`src/rtl/wiper_consts.svh`:
```
// Constants for the push-button wiper controller
`ifndef WIPER_CONSTS_SVH
`define WIPER_CONSTS_SVH
`define CLK_HZ 40000000
`define DEBOUNCE_MS 8
`define SCAN_START_MS 1000
`define SCAN_STEP_MS 140
`define IDLE_SAVE_MS 1000
`define NVM_WRITE_MS 20
`define MS_CYCLES(ms) ((ms) * (`CLK_HZ / 1000))
`define DEBOUNCE_CYC `MS_CYCLES(`DEBOUNCE_MS)
`define SCAN_START_CYC `MS_CYCLES(`SCAN_START_MS)
`define SCAN_STEP_CYC `MS_CYCLES(`SCAN_STEP_MS)
`define IDLE_SAVE_CYC `MS_CYCLES(`IDLE_SAVE_MS)
`define NVM_WRITE_CYC `MS_CYCLES(`NVM_WRITE_MS)
`define POS_W 6
`define POS_MID 6'h20
`define POS_MAX 6'h3F
`define POS_MIN 6'h00
`endif

```
`src/rtl/wiper_pkg.sv`:
```
// Types for the push-button wiper controller
package wiper_pkg;
	typedef struct packed
	{
		logic [5:0] code;
		logic bottom_scale_state;
		logic top_scale_state;
	} wiper_pos_t;

	typedef enum logic [1:0]
	{
		ST_LOAD,
		ST_RUN,
		ST_SAVE
	} ctrl_state_t;
endpackage

```
`src/rtl/press_timer.sv`:
```
// Debounce and auto-scan timer for one button
`timescale 1ns/10ps
`include "wiper_consts.svh"
module press_timer
	import wiper_pkg::*;
#(
	parameter int DEB_CYC = `DEBOUNCE_CYC,
	parameter int START_CYC = `SCAN_START_CYC,
	parameter int STEP_CYC = `SCAN_STEP_CYC
)
(
	input wire logic clk,
	input wire logic rst_n,
	input wire logic level,
	input wire logic lock,
	output logic step
);
	localparam int CW = $clog2(START_CYC + 2);
	logic [CW-1:0] count;
	logic [CW-1:0] next_count;
	logic scanning;
	logic next_scanning;
	logic next_step;

	always_comb
	begin
		next_count = count;
		next_scanning = scanning;
		next_step = 1'b0;
		if (!level || lock)
		begin
			// Short high pulses are dropped on release
			next_count = '0;
			next_scanning = 1'b0;
		end
		else if (!scanning)
		begin
			next_count = count + 1'b1;
			if (count == CW'(DEB_CYC))
				next_step = 1'b1;
			if (count == CW'(START_CYC))
			begin
				next_scanning = 1'b1;
				next_step = 1'b1;
				next_count = '0;
			end
		end
		else
		begin
			next_count = count + 1'b1;
			if (count == CW'(STEP_CYC - 1))
			begin
				next_step = 1'b1;
				next_count = '0;
			end
		end
	end

	always_ff @(posedge clk or negedge rst_n)
	begin
		if (!rst_n)
		begin
			count <= '0;
			scanning <= 1'b0;
			step <= 1'b0;
		end
		else
		begin
			count <= next_count;
			scanning <= next_scanning;
			step <= next_step;
		end
	end

	a_single_step: assert property (@(posedge clk) disable iff (!rst_n)
		step && !scanning |=> !step)
		else $error("step pulse longer than one cycle");
	a_drop_short: assert property (@(posedge clk) disable iff (!rst_n)
		!$past(level) |-> !step)
		else $error("step without a held press");
endmodule

```
`src/rtl/nvm_cell.sv`:
```
// Nonvolatile position store with registered read data
`timescale 1ns/10ps
`include "wiper_consts.svh"
module nvm_cell
	import wiper_pkg::*;
#(
	parameter wiper_pos_t INIT = '{code: `POS_MID, bottom_scale_state: 1'b0, top_scale_state: 1'b0}
)
(
	input wire logic clk,
	input wire logic wr_en,
	input wire wiper_pos_t wr_data,
	output wiper_pos_t rd_data
);
	// Contents survive reset; initial value stands in for the factory image
	wiper_pos_t mem = INIT;
	wiper_pos_t next_mem;
	wiper_pos_t rd_reg = INIT;

	always_comb
	begin
		next_mem = wr_en ? wr_data : mem;
	end

	always_ff @(posedge clk)
	begin
		mem <= next_mem;
		rd_reg <= mem;
	end

	assign rd_data = rd_reg;
endmodule

```
`src/rtl/pushbutton_wiper_stepper.sv`:
```
// Push-button wiper position controller with save and restore
//
// Function
// - Both buttons active high
// - Save mode latched once at power-up
// - Save pin flags end scale when auto
// - Position code selects tap, 0x20 mid
// - High intervals under 8 ms ignored
// - Held over 8 ms steps once
// - Held over 1 s repeats every 140 ms
// - Down button mirrors up button
// - Step past end loads extra state
// - Bottom scale ignores further down
// - Top scale ignores further up
// - Save lasts 20 ms, input locked
// - Power-up restores stored position
// - Six-bit code, 64 taps
// - Auto save after 1 s idle
// - Manual save on 8 ms low pin
// - Drive pin high at end while pushing
`timescale 1ns/10ps
`include "wiper_consts.svh"
module pushbutton_wiper_stepper
	import wiper_pkg::*;
#(
	parameter int DEB_CYC = `DEBOUNCE_CYC,
	parameter int START_CYC = `SCAN_START_CYC,
	parameter int STEP_CYC = `SCAN_STEP_CYC,
	parameter int IDLE_CYC = `IDLE_SAVE_CYC,
	parameter int WRITE_CYC = `NVM_WRITE_CYC
)
(
	input wire logic MCLK,
	input wire logic RSTN,
	input wire logic STEP_UP_BUTTON,
	input wire logic STEP_DOWN_BUTTON,
	input wire logic SAVE_ENABLE_N_IN,
	output logic SAVE_ENABLE_N_OUT,
	output logic SAVE_ENABLE_N_OE,
	output logic [`POS_W-1:0] WIPER_POSITION_REGISTER,
	output logic BOTTOM_SCALE_STATE,
	output logic TOP_SCALE_STATE,
	output logic SAVE_BUSY
);
	localparam int IW = $clog2(IDLE_CYC + 2);
	localparam int WW = $clog2(WRITE_CYC + 2);
	localparam int DW = $clog2(DEB_CYC + 2);

	logic rst_meta;
	logic rst_n;
	logic [2:0] sync_a;
	logic [2:0] sync_b;
	logic up_lvl;
	logic down_lvl;
	logic save_lvl_n;
	logic up_step;
	logic down_step;
	logic lock;

	ctrl_state_t state;
	ctrl_state_t next_state;
	wiper_pos_t pos;
	wiper_pos_t next_pos;
	wiper_pos_t nvm_rd;
	logic auto_save;
	logic next_auto_save;
	logic strap_taken;
	logic next_strap_taken;
	logic [IW-1:0] idle_cnt;
	logic [IW-1:0] next_idle_cnt;
	logic [WW-1:0] write_cnt;
	logic [WW-1:0] next_write_cnt;
	logic [DW-1:0] man_cnt;
	logic [DW-1:0] next_man_cnt;
	logic dirty;
	logic next_dirty;
	logic end_flag;
	logic next_end_flag;
	logic nvm_wr;

	// Reset release through two flip-flops
	always_ff @(posedge MCLK or negedge RSTN)
	begin
		if (!RSTN)
		begin
			rst_meta <= 1'b0;
			rst_n <= 1'b0;
		end
		else
		begin
			rst_meta <= 1'b1;
			rst_n <= rst_meta;
		end
	end

	// Input synchronizers run through reset so the strap is settled at load
	always_ff @(posedge MCLK)
	begin
		sync_a <= {SAVE_ENABLE_N_IN, STEP_DOWN_BUTTON, STEP_UP_BUTTON};
		sync_b <= sync_a;
	end

	assign up_lvl = sync_b[0];
	assign down_lvl = sync_b[1];
	assign save_lvl_n = sync_b[2];
	assign lock = (state != ST_RUN);

	press_timer #(
		.DEB_CYC(DEB_CYC),
		.START_CYC(START_CYC),
		.STEP_CYC(STEP_CYC)
	) u_up_timer (
		.clk(MCLK),
		.rst_n(rst_n),
		.level(up_lvl),
		.lock(lock),
		.step(up_step)
	);

	press_timer #(
		.DEB_CYC(DEB_CYC),
		.START_CYC(START_CYC),
		.STEP_CYC(STEP_CYC)
	) u_down_timer (
		.clk(MCLK),
		.rst_n(rst_n),
		.level(down_lvl),
		.lock(lock),
		.step(down_step)
	);

	nvm_cell u_nvm (
		.clk(MCLK),
		.wr_en(nvm_wr),
		.wr_data(pos),
		.rd_data(nvm_rd)
	);

	always_comb
	begin
		next_state = state;
		next_pos = pos;
		next_auto_save = auto_save;
		next_strap_taken = strap_taken;
		next_idle_cnt = idle_cnt;
		next_write_cnt = write_cnt;
		next_man_cnt = man_cnt;
		next_dirty = dirty;
		next_end_flag = end_flag;
		nvm_wr = 1'b0;
		unique case (state)
			ST_LOAD:
			begin
				next_pos = nvm_rd;
				if (!strap_taken)
				begin
					next_auto_save = !save_lvl_n;
					next_strap_taken = 1'b1;
				end
				next_state = ST_RUN;
			end
			ST_RUN:
			begin
				if (up_step && !down_step)
				begin
					next_dirty = 1'b1;
					if (pos.bottom_scale_state)
						next_pos.bottom_scale_state = 1'b0;
					else if (pos.top_scale_state)
						next_pos = pos;
					else if (pos.code == `POS_MAX)
						next_pos.top_scale_state = 1'b1;
					else
						next_pos.code = pos.code + 1'b1;
				end
				else if (down_step && !up_step)
				begin
					next_dirty = 1'b1;
					if (pos.top_scale_state)
						next_pos.top_scale_state = 1'b0;
					else if (pos.bottom_scale_state)
						next_pos = pos;
					else if (pos.code == `POS_MIN)
						next_pos.bottom_scale_state = 1'b1;
					else
						next_pos.code = pos.code - 1'b1;
				end
				// End flag held while pushing toward the reached end
				next_end_flag = (next_pos.top_scale_state && up_lvl)
					|| (next_pos.bottom_scale_state && down_lvl);
				if (up_lvl || down_lvl)
					next_idle_cnt = '0;
				else if (idle_cnt != IW'(IDLE_CYC))
					next_idle_cnt = idle_cnt + 1'b1;
				if (!auto_save && !save_lvl_n)
				begin
					if (man_cnt != DW'(DEB_CYC))
						next_man_cnt = man_cnt + 1'b1;
				end
				else
					next_man_cnt = '0;
				if (auto_save && dirty && idle_cnt == IW'(IDLE_CYC))
				begin
					nvm_wr = 1'b1;
					next_state = ST_SAVE;
				end
				else if (!auto_save && man_cnt == DW'(DEB_CYC - 1))
				begin
					nvm_wr = 1'b1;
					next_state = ST_SAVE;
				end
				if (nvm_wr)
				begin
					next_dirty = 1'b0;
					next_write_cnt = '0;
					next_end_flag = 1'b0;
				end
			end
			ST_SAVE:
			begin
				next_write_cnt = write_cnt + 1'b1;
				if (write_cnt == WW'(WRITE_CYC - 1))
				begin
					next_state = ST_RUN;
					next_idle_cnt = '0;
				end
			end
			default:
				next_state = ST_LOAD;
		endcase
	end

	always_ff @(posedge MCLK or negedge rst_n)
	begin
		if (!rst_n)
		begin
			state <= ST_LOAD;
			pos <= '{code: `POS_MID, bottom_scale_state: 1'b0, top_scale_state: 1'b0};
			auto_save <= 1'b0;
			strap_taken <= 1'b0;
			idle_cnt <= '0;
			write_cnt <= '0;
			man_cnt <= '0;
			dirty <= 1'b0;
			end_flag <= 1'b0;
		end
		else
		begin
			state <= next_state;
			pos <= next_pos;
			auto_save <= next_auto_save;
			strap_taken <= next_strap_taken;
			idle_cnt <= next_idle_cnt;
			write_cnt <= next_write_cnt;
			man_cnt <= next_man_cnt;
			dirty <= next_dirty;
			end_flag <= next_end_flag;
		end
	end

	assign WIPER_POSITION_REGISTER = pos.code;
	assign BOTTOM_SCALE_STATE = pos.bottom_scale_state;
	assign TOP_SCALE_STATE = pos.top_scale_state;
	assign SAVE_BUSY = (state == ST_SAVE);
	assign SAVE_ENABLE_N_OUT = 1'b1;
	assign SAVE_ENABLE_N_OE = auto_save && end_flag;

	a_save_locks: assert property (@(posedge MCLK) disable iff (!rst_n)
		state == ST_SAVE |=> $stable(pos))
		else $error("position changed during save");
	a_save_length: assert property (@(posedge MCLK) disable iff (!rst_n)
		$rose(SAVE_BUSY) |-> SAVE_BUSY [*8])
		else $error("save ended too early");
	a_top_hold: assert property (@(posedge MCLK) disable iff (!rst_n)
		pos.top_scale_state && !down_step |=> pos.top_scale_state)
		else $error("top scale left without down step");
	a_bottom_hold: assert property (@(posedge MCLK) disable iff (!rst_n)
		pos.bottom_scale_state && !up_step |=> pos.bottom_scale_state)
		else $error("bottom scale left without up step");
	a_up_count: assert property (@(posedge MCLK) disable iff (!rst_n)
		state == ST_RUN && up_step && !down_step && !pos.top_scale_state
		&& !pos.bottom_scale_state && pos.code != `POS_MAX
		|=> pos.code == $past(pos.code) + 6'h01)
		else $error("up step did not add one");
	a_down_count: assert property (@(posedge MCLK) disable iff (!rst_n)
		state == ST_RUN && down_step && !up_step && !pos.top_scale_state
		&& !pos.bottom_scale_state && pos.code != `POS_MIN
		|=> pos.code == $past(pos.code) - 6'h01)
		else $error("down step did not subtract one");
	a_top_enter: assert property (@(posedge MCLK) disable iff (!rst_n)
		state == ST_RUN && up_step && !down_step && pos.code == `POS_MAX
		&& !pos.bottom_scale_state |=> pos.top_scale_state)
		else $error("top scale not entered");
	a_pin_drive: assert property (@(posedge MCLK) disable iff (!rst_n)
		SAVE_ENABLE_N_OE |-> auto_save && (pos.top_scale_state || pos.bottom_scale_state))
		else $error("save pin driven without end scale");
	a_restore: assert property (@(posedge MCLK) disable iff (!rst_n)
		state == ST_LOAD |=> pos == $past(nvm_rd))
		else $error("position not restored");
	a_strap_take: assert property (@(posedge MCLK) disable iff (!rst_n)
		state == ST_LOAD && !strap_taken |=> auto_save == !$past(save_lvl_n))
		else $error("save mode not taken from strap");
endmodule

```
`config.mk`:
```
export PLATFORM = sky130hd
export DESIGN_NAME = pushbutton_wiper_stepper
export DESIGN_NICKNAME = d
export VERILOG_FILES = /design/src/rtl/wiper_pkg.sv /design/src/rtl/press_timer.sv /design/src/rtl/nvm_cell.sv /design/src/rtl/pushbutton_wiper_stepper.sv
export VERILOG_INCLUDE_DIRS = /design/src /design/src/rtl
export SDC_FILE = /design/constraint.sdc
export NUM_CORES = 1
export LEC_CHECK = 0
export ABC_AREA = 1
export BUFFER_PORTS_ARGS = -buffer_cell sky130_fd_sc_hd__buf_2
export CORE_ASPECT_RATIO = 1.2
export CORE_MARGIN = 1
export CORE_UTILIZATION = 55
export DETAILED_ROUTE_END_ITERATION = 10
export PLACE_DENSITY = 0.81
export REMOVE_ABC_BUFFERS = 1
export SLEW_MARGIN = 20
export SYNTH_ARGS = -nofsm -noshare
export SYNTH_HDL_FRONTEND = slang
export SYNTH_HIERARCHICAL = 1
export SYNTH_SLANG_ARGS = --single-unit
```
`constraint.sdc`:
```
create_clock -name MCLK -period 5.55 [get_ports MCLK]
set_clock_uncertainty 0.2 [all_clocks]
set_input_delay 0.2775 -clock MCLK [delete_from_list [all_inputs] [get_ports MCLK]]
set_output_delay 0.2775 -clock MCLK [all_outputs]
set_load 0.1 [all_outputs]
```
==> flow_summary.ini <==
[sta]
fin_setup_tns_ns = 0
rsz0062_at_grt = false
whs_ns = 0.0228
maxSlewViolCount = 0
fmax_ghz = 0.356
setup_viol = 0
maxSlewHeadroom = 0.389
worst_pin_slew_ns = 0.916
period_needed_ns = 2.81
hold_viol = 0
timing.final.crit_share = 0.506

[logic_synthesis]
synth_cell_type_count = 50
synth-seq-cells = 159
synth_top_family_by_area = simple AND/OR/NAND/NOR gates
yosys.area.top_type = dfrtp_1
synthArstFlopShare = 0.862
synth.yosys.seq_area_share = 0.395
netlist_instances = 1394
synth_edf_count = 8
netlist_area_um2 = 10000
synth_compound_area_frac = 0.0438
syn_avg_cell_area_um2 = 7.17
synthSimpleGateAreaFrac = 0.415
ys_warn_count = 6
synth_top_area_share = 0.340
ys.flop_type = dfrtp_1
netlist_top_cells_area = dfrtp_1 (34%), nand2_1 (14%), nor2_1 (8.0%), nand3_1 (6.2%), inv_1 (5.3%)
synth_mux_area_frac = 0
synthXorXnorAreaFrac = 0.0482
synth_fa_ha_area_frac = 0.0200

[run_status]
status = complete, no violations

[cells_and_area]
final-instance-count-excl-fill = 1642
fin_nets = 1430
final_common_cell = nand2_1
diodes = 0
most-common-layout-cells = nand2_1 (384), nor2_1 (212), inv_1 (142)
drive_gt1_frac = 0.124
area.growth.synth_to_final_pct = 8.46

[power_and_ir_drop]
p_clk_frac = 0.485
cellPowerDensity_nw_per_um2 = 224
internal_power_mw = 1.83
power_leakage_nw = 4.71
power_frac_comb = 0.028
p_sw_frac = 0.246
ir_drop_mv = 0.213
sequentialPowerShare = 0.488
p_switching_mw = 0.596

[grt]
grt_overflow_total = 0
grt.total_usage = 0.253
antenna_found_initial = 0
grt_max_degree = 77
grt_pass1_vias = 8368
grt_pass1_wl_um = 38400

[clock_tree]
clock_latency_ns = 0.44
ctsResizeCount = 0
postCtsSetupBuffers = 0
cts_num_sinks = 159
cts_tree = done
cts_root_buffer = clkbuf_16
cts_htree_levels = 4
path_clk_slew_ns = 0.07
clockBufferDepth = 2
cts_buffers = 17

[worst_setup_path]
crit_path_end_kind = flop
critical_path.max_fanout = 12
critical_path_class = reg -> reg
worstPathRequired_ns = 5.41
crit_arrival_ns = 2.67
critPathLaunchType = flop

[detailed_routing]
drtPass1Iterations = 7
drt_wl_total_um = 22500
ant_nets = 0
via_count = 8851
wl_per_cell_um = 13.7
drc = 0
viasPerCell = 5.39
drt-initial-drc-count = 624

[die]
start_util = 0.567
ios = 16
die_h_um = 150
dieArea_um2 = 18700
die_width_um = 125
row_count = 53
core-area_um2 = 17600

[placement]
dpl.cell_count = 1604
gp_congestion = 0.948
place_hpwl_um = 16000
port_buffers = 14

[worst_hold_path]
hp-class = reg -> async

[run]
cap_violations = 0
==> registers in the layout, summed over array words and instances, names as in the netlist, 2 cells and up <==
signal / count
state: 2
u_down_timer/count: 26
sync_b: 3
idle_cnt: 26
u_up_timer/count: 26
u_nvm/rd_data: 8
man_cnt: 19
write_cnt: 20
WIPER_POSITION_REGISTER: 6
u_nvm/mem: 8
sync_a: 3
==> worst max-delay path: stages, from the launching register on <==
cell and delay (ns):
dfrtp_1 0.45, nor2_1 0.65, inv_1 0.40, a21oi_1 0.73
==> cells in the mapped netlist (all sizes together), types with 3 or more instances <==
| cell type | instances |
|---|---|
| or2 | 4 |
| nand4 | 41 |
| nand3 | 135 |
| xor2 | 46 |
| nand3b | 8 |
| o21ai | 51 |
| nand2 | 408 |
| ha | 16 |
| nor2 | 273 |
| dfrtp | 136 |
| a31oi | 3 |
| inv | 152 |
| clkinv | 5 |
| nor3 | 27 |
| nor4 | 3 |
| dfxtp | 14 |
| edfxtp | 8 |
| buf | 25 |
| o21bai | 6 |
| xnor2 | 9 |
| a21oi | 7 |
==> per-stage QoR <==
stage	total power [mW]	setup WS (ns)	utilization	cell area (um^2)
floorplan	1.25	1.25	-	9810
global placement	1.27	2.92	0.577	10200
detailed placement	1.27	2.75	0.577	10200
CTS	2.45	2.73	0.613	10800
global route	2.51	2.62	0.615	10800
finish	2.43	2.74	0.615	10800
==> routing by layer <==
metal,share of wire,vias up,wire length [um],GRT usage
met5,0,-,0,0
met4,0.029,0,663,0.124
met3,0.037,57,844,0.0297
met2,0.50,248,11200,0.435
met1,0.43,4090,9770,0.318
li1,-,4456,-,-
==> cell families (layout without fill, tap and decap cells) <==
logic type	after synthesis	in the layout
flip-flops	159	159
XOR/XNOR	55	55
adder cells (fa/ha/maj)	16	16
AO/OA/AOI/OAI	75	75
other	1	2
buffers and inverters	184	211
AND/OR/NAND/NOR	904	904
==> repair_timing <==
| action | in CTS | in global routing |
|---|---|---|
| hold endpoints to repair | 5 | 0 |
| endpoints found under the setup margin | 0 | 0 |
| hold buffers | 5 | 0 |
==> path summary, 6_finish.rpt <==
kind | startpoint | endpoint | slack [ns] | depth (start not counted)
setup / recovery | state[1]$_DFFE_PN0P_ | u_nvm/mem[3]$_DFFE_PP_ | 2.74 | 3
hold / removal | rst_n$_DFF_PN0_ | u_up_timer/count[9]$_DFF_PN0_ | 0.02 | 0
setup reg to reg | state[1]$_DFFE_PN0P_ | u_nvm/mem[3]$_DFFE_PP_ | 2.74 | 3
hold reg to reg | rst_n$_DFF_PN0_ | u_up_timer/count[9]$_DFF_PN0_ | 0.02 | 0
max in group asynchronous | rst_n$_DFF_PN0_ | man_cnt[3]$_DFFE_PN0P_ | 4.06 | 1
min in group MCLK | sync_a[2]$_DFF_P_ | sync_b[2]$_DFF_P_ | 0.13 | 0
==> final cells by class <==
type                    instances  area [um^2]
flip-flops and latches        159         3950
multi-input cells            1052         5270
clock buffers                  17          425
fillers                      1591         6790
well taps                     220          275
inverters                     157          589
clock inverters                15          166
repair buffers                 22          163
==> power groups by stage <==
| stage | Sequential [mW] | Clock (mW) | Combinational (mW) |
|---|---|---|---|
| after floorplan | 1.22 | 0 | 0.0355 |
| after global placement | 1.21 | 0 | 0.0544 |
| after detailed placement | 1.22 | 0 | 0.0553 |
| after CTS | 1.19 | 1.20 | 0.0583 |
| after global routing | 1.19 | 1.24 | 0.0766 |
| final | 1.18 | 1.18 | 0.0671 |
Note: power is estimated with default switching activity, not from simulation.
